$ cat config.mk
export PLATFORM = sky130hd
export DESIGN_NAME = access_lock
export DESIGN_NICKNAME = d
export VERILOG_FILES = /design/src/pkg/access_lock_pkg.sv /design/src/rtl/key_store.sv /design/src/rtl/access_lock.sv
export SDC_FILE = /design/constraint.sdc
export NUM_CORES = 1
export LEC_CHECK = 0
export BUFFER_PORTS_ARGS = -buffer_cell sky130_fd_sc_hd__buf_2
export CORE_UTILIZATION = 34
export DETAILED_ROUTE_END_ITERATION = 8
export MAX_ROUTING_LAYER = met4
export PLACE_DENSITY_LB_ADDON = 0.12
export SLEW_MARGIN = 20
export SYNTH_ARGS = -nofsm -noshare
export SYNTH_HDL_FRONTEND = slang
export SYNTH_SLANG_ARGS = --single-unit
$ cat constraint.sdc
create_clock -name CLK -period 7.7 [get_ports CLK]
set_clock_uncertainty 0.2 [all_clocks]
set_input_delay 1.155 -clock CLK [delete_from_list [all_inputs] [get_ports CLK]]
set_output_delay 1.155 -clock CLK [all_outputs]
set_load 0.02 [all_outputs]
$ cat src/pkg/access_lock_pkg.sv
// access_lock_pkg: register map, field layout, commands and carriers for the programming access lock.
// Assumes a 32-bit APB slave, with each register taking one aligned word.
`default_nettype none
package access_lock_pkg;
   localparam int KEY_W = 128;
   localparam int KEY_WORDS = 4;
   // register byte offsets
   localparam logic [7:0] OFF_KEY0 = 8'h00;
   localparam logic [7:0] OFF_CMD = 8'h10;
   localparam logic [7:0] OFF_STATUS = 8'h14;
   localparam logic [7:0] OFF_CFG = 8'h18;
   localparam logic [7:0] OFF_IRQ_STAT = 8'h1C;
   localparam logic [7:0] OFF_IRQ_EN = 8'h20;
   localparam logic [7:0] OFF_IRQ_CLR = 8'h24;
   localparam logic [7:0] OFF_OP = 8'h28;
   localparam logic [7:0] OFF_SET = 8'h2C;
   // op register fields
   localparam int OP_LSB = 0;
   localparam int REG_LSB = 4;
   // cfg / set register fields
   localparam int CFG_LOCK_BIT = 0;
   localparam int CFG_PART_BIT = 1;
   localparam int CFG_PERM_LOCK_BIT = 2;
   localparam int CFG_PERM_SET_BIT = 3;
   localparam int CFG_ENC_BIT = 4;
   localparam int CFG_ENC_REG_LSB = 8;
   // status register fields
   localparam int ST_GRANT_BIT = 0;
   localparam int ST_REFUSE_BIT = 1;
   localparam int ST_BUSY_BIT = 2;
   localparam int ST_LAST_OK_BIT = 3;
   // interrupt register fields
   localparam int IRQ_GRANT_BIT = 0;
   localparam int IRQ_REFUSE_BIT = 1;
   localparam int IRQ_OPDONE_BIT = 2;
   localparam int IRQ_OPFAIL_BIT = 3;
   localparam int IRQ_W = 4;
   localparam logic [31:0] RST_WORD = 32'h0000_0000;
   localparam int CMP_CYCLES = 4;

   typedef enum logic [3:0] {
      CMD_NONE = 4'h0,
      CMD_UNLOCK = 4'h1,
      CMD_RELOCK = 4'h2,
      CMD_STORE_KEY = 4'h3,
      CMD_STORE_DEC = 4'h4,
      CMD_SET_SEC = 4'h5,
      CMD_CHECK_DEC = 4'h6
   } cmd_t;

   typedef enum logic [1:0] {
      OP_WRITE = 2'h0,
      OP_VERIFY = 2'h1,
      OP_READ = 2'h2
   } op_t;

   typedef enum logic [1:0] {
      REG_ARRAY = 2'h0,
      REG_UNVM = 2'h1,
      REG_EMB = 2'h2
   } region_t;

   typedef struct packed {
      logic [2:0] enc_regions;
      logic enc;
      logic perm_set;
      logic perm_lock;
      logic part_lock;
      logic lock;
   } sec_cfg_t;

   typedef struct packed {
      logic valid;
      op_t op;
      region_t region;
      logic encrypted;
   } op_req_t;
endpackage
`default_nettype wire

$ cat src/rtl/key_store.sv
// key_store: key-word memory for the stored unlock and decryption keys.
// Assumes a single writer and registered read data.
`default_nettype none
module key_store
   import access_lock_pkg::*;
#(
   parameter int WORDS = 2 * KEY_WORDS
) (
   input wire logic clk,
   input wire logic rst_b,
   input wire logic we,
   input wire logic [$clog2(WORDS)-1:0] waddr,
   input wire logic [31:0] wdata,
   input wire logic [$clog2(WORDS)-1:0] raddr,
   output logic [31:0] rdata
);
   logic [31:0] mem [WORDS];

   always_ff @(posedge clk) begin
      if (we) begin
         mem[waddr] <= wdata;
      end
   end

   always_ff @(posedge clk or negedge rst_b) begin
      if (!rst_b) begin
         rdata <= RST_WORD;
      end else begin
         rdata <= mem[raddr];
      end
   end
endmodule // key_store
`default_nettype wire

$ cat src/rtl/access_lock.sv
// access_lock: APB-controlled security gate for program, verify and read operations.
// Assumes APB with no wait states beyond one cycle, and the programmer driving keys through it.
`default_nettype none
//////////////////////////////////////////////////////////////////////////////////////////////////
// Behaviour
// - With partial lock set, array writes are refused while array verify and user memory reads pass without a key.
// - With permanent lock set, array write and verify and user memory write and read are refused for good.
// - Once permanent settings are stored, every change to the security configuration is rejected.
// - With the lock option set, stored settings can change only after the matching unlock key has been presented.
// - The unlock key is 128 bits, supplied by the programmer and stored when the lock option is chosen.
// - The decryption key is 128 bits, supplied by the programmer and stored when encryption is chosen.
// - A mismatch of unlock key or decryption key refuses the unlock or image, and the operation fails.
module access_lock
   import access_lock_pkg::*;
(
   input wire logic CLK,
   input wire logic RST_B,
   input wire logic PSEL,
   input wire logic PENABLE,
   input wire logic PWRITE,
   input wire logic [7:0] PADDR,
   input wire logic [31:0] PWDATA,
   output logic [31:0] PRDATA,
   output logic PREADY,
   output logic PSLVERR,
   output logic IRQ,
   output logic OP_GRANT,
   output logic OP_DONE
);
   typedef enum {IDLE, CMP, FINISH} cmp_state_t;

   cmp_state_t state;
   logic [31:0] key_in [KEY_WORDS];
   sec_cfg_t cfg;
   sec_cfg_t set_word;
   logic unlocked;
   logic refuse;
   logic last_ok;
   logic [IRQ_W-1:0] irq_stat;
   logic [IRQ_W-1:0] irq_en;
   logic [1:0] widx;
   logic mismatch;
   cmd_t pend_cmd;
   logic ks_we;
   logic [2:0] ks_waddr;
   logic [2:0] ks_raddr;
   logic [31:0] ks_rdata;
   logic [2:0] rd_cnt;
   logic setup;
   logic wr;
   logic rd;
   logic cmd_go;
   logic op_go;
   logic grant_ev;
   logic refuse_ev;
   logic opdone_ev;
   logic opfail_ev;
   logic op_ok;
   op_req_t req;
   logic addr_ok;
   logic cfg_frozen;

   assign setup = PSEL && !PENABLE;
   assign wr = PSEL && PENABLE && PREADY && PWRITE;
   assign rd = PSEL && PENABLE && PREADY && !PWRITE;
   assign cmd_go = wr && PADDR == OFF_CMD && state == IDLE;
   assign op_go = wr && PADDR == OFF_OP;
   assign cfg_frozen = cfg.perm_set || cfg.perm_lock;

   assign addr_ok = PADDR[1:0] == 2'b00 && (PADDR < OFF_KEY0 + 8'h10 || PADDR == OFF_CMD
      || PADDR == OFF_STATUS || PADDR == OFF_CFG || PADDR == OFF_IRQ_STAT
      || PADDR == OFF_IRQ_EN || PADDR == OFF_IRQ_CLR || PADDR == OFF_OP || PADDR == OFF_SET);

   //////////////////////////////////////////////////////////////////////////////////////////////////
   // apb handshake: no wait cycle, pready is high in the first cycle of the access phase
   always_ff @(posedge CLK or negedge RST_B) begin
      if (!RST_B) begin
         PREADY <= 1'b0;
         PSLVERR <= 1'b0;
      end else begin
         PREADY <= setup;
         PSLVERR <= setup && !addr_ok;
      end
   end

   //////////////////////////////////////////////////////////////////////////////////////////////////
   // presented key words and the settings staging word
   genvar g;
   generate
      for (g = 0; g < KEY_WORDS; g++) begin : g_key
         always_ff @(posedge CLK or negedge RST_B) begin
            if (!RST_B) begin
               key_in[g] <= RST_WORD;
            end else if (wr && PADDR == OFF_KEY0 + 8'(4 * g)) begin
               key_in[g] <= PWDATA;
            end
         end
      end
   endgenerate

   always_ff @(posedge CLK or negedge RST_B) begin
      if (!RST_B) begin
         set_word <= '0;
      end else if (wr && PADDR == OFF_SET) begin
         set_word <= sec_cfg_t'({PWDATA[CFG_ENC_REG_LSB +: 3], PWDATA[CFG_ENC_BIT],
            PWDATA[CFG_PERM_SET_BIT], PWDATA[CFG_PERM_LOCK_BIT], PWDATA[CFG_PART_BIT],
            PWDATA[CFG_LOCK_BIT]});
      end
   end

   //////////////////////////////////////////////////////////////////////////////////////////////////
   // command sequencer: stores keys, or compares one stored key word per cycle
   always_ff @(posedge CLK or negedge RST_B) begin
      if (!RST_B) begin
         state <= IDLE;
         pend_cmd <= CMD_NONE;
         rd_cnt <= 3'h0;
         widx <= 2'h0;
         mismatch <= 1'b0;
      end else begin
         case (state)
            IDLE: begin
               if (cmd_go && (cmd_t'(PWDATA[3:0]) == CMD_UNLOCK
                     || cmd_t'(PWDATA[3:0]) == CMD_CHECK_DEC)) begin
                  state <= CMP;
                  pend_cmd <= cmd_t'(PWDATA[3:0]);
                  rd_cnt <= 3'h0;
                  widx <= 2'h0;
                  mismatch <= 1'b0;
               end
            end
            CMP: begin
               rd_cnt <= rd_cnt + 3'h1;
               if (rd_cnt != 3'h0) begin
                  // full-width compare, word by word
                  if (ks_rdata != key_in[widx]) begin
                     mismatch <= 1'b1;
                  end
                  widx <= widx + 2'h1;
                  if (widx == 2'(KEY_WORDS - 1)) begin
                     state <= FINISH;
                  end
               end
            end
            FINISH: begin
               state <= IDLE;
            end
            default: begin
               state <= IDLE;
            end
         endcase
      end
   end

   assign ks_raddr = (pend_cmd == CMD_CHECK_DEC ? 3'h4 : 3'h0) + {1'b0, rd_cnt[1:0]};

   always_comb begin
      ks_we = 1'b0;
      ks_waddr = 3'h0;
      if (cmd_go && !cfg_frozen && (unlocked || !cfg.lock)) begin
         if (cmd_t'(PWDATA[3:0]) == CMD_STORE_KEY && set_word.lock) begin
            ks_we = 1'b1;
            ks_waddr = {1'b0, PWDATA[5:4]};
         end else if (cmd_t'(PWDATA[3:0]) == CMD_STORE_DEC && set_word.enc) begin
            ks_we = 1'b1;
            ks_waddr = {1'b1, PWDATA[5:4]};
         end
      end
   end

   key_store #(
      .WORDS(2 * KEY_WORDS)
   ) u_key_store (
      .clk(CLK),
      .rst_b(RST_B),
      .we(ks_we),
      .waddr(ks_waddr),
      .wdata(key_in[PWDATA[5:4]]),
      .raddr(ks_raddr),
      .rdata(ks_rdata)
   );

   //////////////////////////////////////////////////////////////////////////////////////////////////
   // unlock state, decryption check and settings
   logic cmp_end;
   logic dec_ok;
   assign cmp_end = state == FINISH;
   assign grant_ev = cmp_end && pend_cmd == CMD_UNLOCK && !mismatch;
   assign refuse_ev = cmp_end && pend_cmd == CMD_UNLOCK && mismatch;

   always_ff @(posedge CLK or negedge RST_B) begin
      if (!RST_B) begin
         unlocked <= 1'b0;
         refuse <= 1'b0;
      end else if (grant_ev) begin
         unlocked <= 1'b1;
         refuse <= 1'b0;
      end else if (refuse_ev || (cmd_go && cmd_t'(PWDATA[3:0]) == CMD_RELOCK)) begin
         unlocked <= 1'b0;
         refuse <= refuse_ev;
      end
   end

   always_ff @(posedge CLK or negedge RST_B) begin
      if (!RST_B) begin
         dec_ok <= 1'b0;
      end else if (cmp_end && pend_cmd == CMD_CHECK_DEC) begin
         dec_ok <= !mismatch;
      end
   end

   always_ff @(posedge CLK or negedge RST_B) begin
      if (!RST_B) begin
         cfg <= '0;
      end else if (cmd_go && cmd_t'(PWDATA[3:0]) == CMD_SET_SEC && !cfg_frozen
            && (unlocked || !cfg.lock)) begin
         cfg <= set_word;
      end
   end

   //////////////////////////////////////////////////////////////////////////////////////////////////
   // operation gate
   assign req = op_req_t'({1'b1, op_t'(PWDATA[OP_LSB +: 2]), region_t'(PWDATA[REG_LSB +: 2]),
      PWDATA[8]});

   always_comb begin
      op_ok = unlocked || !cfg.lock;
      if (cfg.part_lock && req.region == REG_ARRAY && req.op != OP_WRITE) begin
         op_ok = 1'b1;
      end
      if (cfg.part_lock && req.region == REG_UNVM && req.op == OP_READ) begin
         op_ok = 1'b1;
      end
      if (cfg.part_lock && req.region == REG_ARRAY && req.op == OP_WRITE) begin
         op_ok = 1'b0;
      end
      if (cfg.perm_lock && req.region == REG_ARRAY && req.op != OP_READ) begin
         op_ok = 1'b0;
      end
      if (cfg.perm_lock && req.region == REG_UNVM && req.op != OP_VERIFY) begin
         op_ok = 1'b0;
      end
      if (req.op == OP_WRITE && cfg.enc && cfg.enc_regions[req.region]
            && (!req.encrypted || !dec_ok)) begin
         op_ok = 1'b0;
      end
   end

   assign opdone_ev = op_go && op_ok;
   assign opfail_ev = op_go && !op_ok;

   always_ff @(posedge CLK or negedge RST_B) begin
      if (!RST_B) begin
         OP_GRANT <= 1'b0;
         OP_DONE <= 1'b0;
         last_ok <= 1'b0;
      end else begin
         OP_GRANT <= opdone_ev;
         OP_DONE <= op_go;
         if (op_go) begin
            last_ok <= op_ok;
         end
      end
   end

   //////////////////////////////////////////////////////////////////////////////////////////////////
   // interrupts: set wins over clear
   logic [IRQ_W-1:0] irq_set;
   assign irq_set = {opfail_ev, opdone_ev, refuse_ev, grant_ev};

   always_ff @(posedge CLK or negedge RST_B) begin
      if (!RST_B) begin
         irq_stat <= '0;
         irq_en <= '0;
      end else begin
         if (wr && PADDR == OFF_IRQ_CLR) begin
            irq_stat <= (irq_stat & ~PWDATA[IRQ_W-1:0]) | irq_set;
         end else begin
            irq_stat <= irq_stat | irq_set;
         end
         if (wr && PADDR == OFF_IRQ_EN) begin
            irq_en <= PWDATA[IRQ_W-1:0];
         end
      end
   end

   always_ff @(posedge CLK or negedge RST_B) begin
      if (!RST_B) begin
         IRQ <= 1'b0;
      end else begin
         IRQ <= |((irq_stat | irq_set) & irq_en);
      end
   end

   //////////////////////////////////////////////////////////////////////////////////////////////////
   // read data; key registers are write-only and read as zero
   always_ff @(posedge CLK or negedge RST_B) begin
      if (!RST_B) begin
         PRDATA <= RST_WORD;
      end else if (setup) begin
         case (PADDR)
            OFF_STATUS: PRDATA <= {28'h0, last_ok, state != IDLE, refuse, unlocked};
            OFF_CFG: PRDATA <= {21'h0, cfg.enc_regions, 3'h0, cfg.enc, cfg.perm_set,
               cfg.perm_lock, cfg.part_lock, cfg.lock};
            OFF_IRQ_STAT: PRDATA <= {28'h0, irq_stat};
            OFF_IRQ_EN: PRDATA <= {28'h0, irq_en};
            default: PRDATA <= RST_WORD;
         endcase
      end
   end

   //////////////////////////////////////////////////////////////////////////////////////////////////
   // checks
   a_part_write_block: assert property (@(posedge CLK) disable iff (!RST_B)
      op_go && cfg.part_lock && req.region == REG_ARRAY && req.op == OP_WRITE |=> !OP_GRANT)
      else $error("array write granted under partial lock");
   a_part_verify_pass: assert property (@(posedge CLK) disable iff (!RST_B)
      op_go && cfg.part_lock && !cfg.perm_lock && req.region == REG_ARRAY
      && req.op == OP_VERIFY |=> OP_GRANT)
      else $error("array verify refused under partial lock");
   a_perm_block: assert property (@(posedge CLK) disable iff (!RST_B)
      op_go && cfg.perm_lock && req.region == REG_UNVM && req.op == OP_READ |=> !OP_GRANT)
      else $error("user memory read granted under permanent lock");
   a_perm_frozen: assert property (@(posedge CLK) disable iff (!RST_B)
      cfg_frozen |=> cfg == $past(cfg) && !ks_we)
      else $error("settings changed after permanent setting");
   a_lock_guard: assert property (@(posedge CLK) disable iff (!RST_B)
      cfg.lock && !unlocked |=> $stable(cfg))
      else $error("settings changed while locked");
   a_store_key: assert property (@(posedge CLK) disable iff (!RST_B)
      ks_we |-> (ks_waddr[2] ? set_word.enc : set_word.lock))
      else $error("key stored without its option");
   a_refuse_flag: assert property (@(posedge CLK) disable iff (!RST_B)
      refuse_ev |=> refuse && !unlocked && irq_stat[IRQ_REFUSE_BIT])
      else $error("refusal not reported");
   a_cmp_len: assert property (@(posedge CLK) disable iff (!RST_B)
      cmd_go && cmd_t'(PWDATA[3:0]) == CMD_UNLOCK |=> state == CMP [*5] ##1 state == FINISH)
      else $error("compare did not cover all words");
   a_grant_exact: assert property (@(posedge CLK) disable iff (!RST_B)
      grant_ev |-> !mismatch ##1 unlocked)
      else $error("unlock granted on mismatch");
   c_unlock: cover property (@(posedge CLK) disable iff (!RST_B) grant_ev);
   c_refuse: cover property (@(posedge CLK) disable iff (!RST_B) refuse_ev);
   c_op_fail: cover property (@(posedge CLK) disable iff (!RST_B) opfail_ev);
   c_frozen: cover property (@(posedge CLK) disable iff (!RST_B) cfg_frozen && cmd_go);
endmodule // access_lock
`default_nettype wire

==> results by group <==
Outcome
  • Status: finished clean

Cells and area
  • Most common cell after layout, fill and taps aside: edfxtp_1
  • Most frequent cells in the layout: edfxtp_1, dfrtp_1, mux2_2, mux4_2, buf_2
  • Final nets: 1198
  • Layout area overhead: 14.3%
  • Share of cells above drive strength 1: 40.1%
  • Cell Count, Final, Fillers Out: 1948

Pwr
  • Switching Share: 21.0%
  • Leakage power figure: 8.06 nW
  • Pint: 4.12 mW
  • Reg power frac: 50.8%
  • PwrDens: 231 nW/um^2
  • Switching pwr: 1.09 mW
  • Combinational Power Share: 2.4%
  • Clock share of power: 46.7%
  • Maximum VDD drop: 0.134 mV

Timing
  • Final worst slack: 3.64 ns
  • Final Critical Period: 4.06 ns
  • Setup tns final: 0 ns
  • Count of pins over their slew limit: 0
  • Final Cycle Share: 52.7%
  • Setup violators final: 0
  • Worst Max-Slew Pin Slew: 1.07 ns
  • Hold Vio Cnt, Final: 0
  • Unrepaired setup endpoints after global routing: no
  • Rel. slew slack: 28.6%
  • Highest clock rate: 0.246 GHz

Clock tree
  • Post-CTS setup buffers: 0
  • Worst skew pair latency: 0.59 ns
  • Clock root cell: clkbuf_16
  • Clk sinks: 469
  • H-tree Lvls: 2
  • CTS tree: built
  • TritonCTS Buffers: 50
  • CTS clk-pin slew, worst paths: 0.06 ns
  • CTS max path bufs: 3
  • # resized after CTS: 0
  • CTS Hold Bufs: 0

Routing
  • DRC: 0
  • DR vias/cell: 5.07
  • Total wire length: 45600 microns
  • Total number of vias: 9871
  • Routed len/inst: 23.4 microns
  • DRT Pass-1 Iters: 5
  • DRT iter0 DRCs: 570
  • Detail Route Antenna Nets: 0

Worst hold path
  • Worst hold stages: 2
  • Hold endpoint: PRDATA[10]$_DFFE_PN0P_
  • Min-delay src: PRDATA[10]$_DFFE_PN0P_
  • Worst Hold Class: reg2reg

Yosys
  • Post-Syn Area per Cell: 18.3 sq um
  • Synth unique cells: 52
  • Register bit total from synthesis: 469
  • Sequential-to-total area share from yosys stat: 66.0%
  • Cells after Synth: 1077
  • Post-synth EDFFs: 256
  • Mapped cell area: 19700 sq um
  • Async S/R FF share, synth: 45.4%
  • Synth warn: 0
  • Dominant synthesized flop cell: edfxtp_1

Worst setup path
  • Crit path DAT: 4.12 ns
  • Reg2reg setup slack: 4.07 ns
  • Required @ worst endpoint: 7.76 ns
  • Crit Path Max Fanout: 17
  • R2r startpoint: state[1]$_DFFE_PN0P_
  • Startpoint types: primary input
  • Crit path kind: in2reg
  • Crit. End Element: register
  • Reg2Reg Capture Point: u_key_store.mem[0][12]$_DFFE_PP_
  • Reg2Reg Depth: 6

Floorplanning
  • Row count: 87
  • Initial Util: 34.7%
  • Die Wd: 243 microns
  • Die area: 59000 sq um
  • Io pins: 82
  • Die height: 243 microns
  • Core area: 56800 sq um

Job
  • Max Cap Viol: 0

Placed design
  • Routability cong.: 0.764
  • Placed Cells: 1854
  • IO Port Bufs: 57
  • DPL Wire Length: 27200 microns
  • Place WS: 2.96 ns

Global routing
  • Initial antenna violation count: 1
  • All-Layer GR Usage: 16.3%
  • Global-route wire length before repair: 69400 microns
  • Pin count of the biggest net entering global routing: 98
  • Global route overflow: 0
  • Number of global-route vias before repair: 10547
-- logic make-up (layout without fill, tap and decap cells) --
family          Yosys count  after routing  synth area share (%)
other cells               1             25                0.0190
mux                     306            306                  24.7
buf+inv                  88            179                  2.27
simple gates            120            120                  3.39
compound gates           56             56                  1.98
xor+xnor                 34             34                  1.51
fa+ha+maj                 3              3                 0.190
flops                   469            469                  66.0
-- synth_stat cells (2+ instances only) --
library cell / count / area share [%]
a211oi_1: 2 / 0.076
a21o_1: 7 / 0.27
a21oi_1: 8 / 0.20
a221o_1: 3 / 0.15
a22o_1: 9 / 0.40
a32o_1: 3 / 0.15
and2_1: 3 / 0.095
and3_1: 2 / 0.063
buf_1: 11 / 0.21
buf_2: 19 / 0.48
buf_4: 25 / 0.95
clkbuf_1: 25 / 0.48
dfrtp_1: 213 / 27
edfxtp_1: 256 / 39
ha_1: 3 / 0.19
inv_1: 8 / 0.15
mux2_2: 174 / 9.9
mux2i_1: 5 / 0.25
mux4_2: 127 / 14
nand2_1: 37 / 0.70
nand2b_1: 9 / 0.29
nand3_1: 8 / 0.20
nand4_1: 10 / 0.32
nor2_1: 19 / 0.36
nor2b_1: 7 / 0.22
nor3_1: 6 / 0.15
nor4_1: 5 / 0.16
nor4_4: 2 / 0.22
o21ai_0: 16 / 0.41
xnor2_1: 33 / 1.5
-- flip-flops by register name, summed over array words and instances, names as in the netlist, 2 cells and up --
signal,flops
PRDATA,8
widx,2
irq_stat,4
set_word,8
irq_en,4
rd_cnt,3
pend_cmd,4
cfg,8
u_key_store.mem,256
u_key_store.rdata,32
key_in,128
state,2
-- how the worst max path moves through the flow --
stage          startpoint                                to  slack (ns)
6_report         PADDR[2]  u_key_store.mem[0][12]$_DFFE_PP_        3.64
5_1_grt          PADDR[2]  u_key_store.mem[0][12]$_DFFE_PP_        3.50
4_1_cts          PADDR[2]   u_key_store.mem[0][6]$_DFFE_PP_        3.59
3_5_place_dp     PADDR[2]  u_key_store.mem[0][18]$_DFFE_PP_        2.96
3_3_place_gp     PADDR[2]  u_key_store.mem[0][13]$_DFFE_PP_        3.02
2_1_floorplan    PADDR[1]   u_key_store.mem[4][0]$_DFFE_PP_        2.46
-- worst max-delay path: stages --
cell and delay, ns:
buf_2 0.16, or4_4 0.54, nor4_4 0.41, nand2_1 0.12, or3_4 0.47, nor3_4 0.82
buf_4 0.43
-- area by class of cell --
cell class	count	area, sq um
antenna	1	2.50
clock buffer	68	1410
clock inverter	25	248
fill	5243	34300
inverter	8	30.0
multi-input combinational	543	6430
sequential	469	13000
tap	756	946
timing repair buffer	78	453
-- through the flow --
step                      hold WS [ns]  util (%)  total power [mW]  instance area [sq um]
after floorplan                  0.244         -              2.77                  19800
after global placement           0.256      36.8              2.83                  20900
after detailed placement         0.260      36.8              2.83                  20900
after CTS                        0.275      39.7              5.29                  22500
after global routing             0.291      39.7              5.39                  22500
final                            0.270      39.7              5.21                  22500
-- power groups by stage --
stage          clock network, mW  logic [mW]  registers (mW)
2_1_floorplan                  0      0.0735            2.69
3_3_place_gp                   0       0.129            2.70
3_5_place_dp                   0       0.131            2.70
4_1_cts                     2.51       0.131            2.65
5_1_grt                     2.60       0.140            2.65
6_report                    2.44       0.127            2.65
-- per-layer routing --
layer  vias up  global-route usage [%]  share of wire [%]  routed length (microns)
li1       4339                       -                  -                        -
met1      5311                    23.1                 48                    21900
met2       152                    24.8                 47                    21400
met3        69                    2.48                3.2                     1440
met4         0                    3.94                1.9                      872
met5         -                       -                  0                        0
Power figures use the tool's default switching activity.
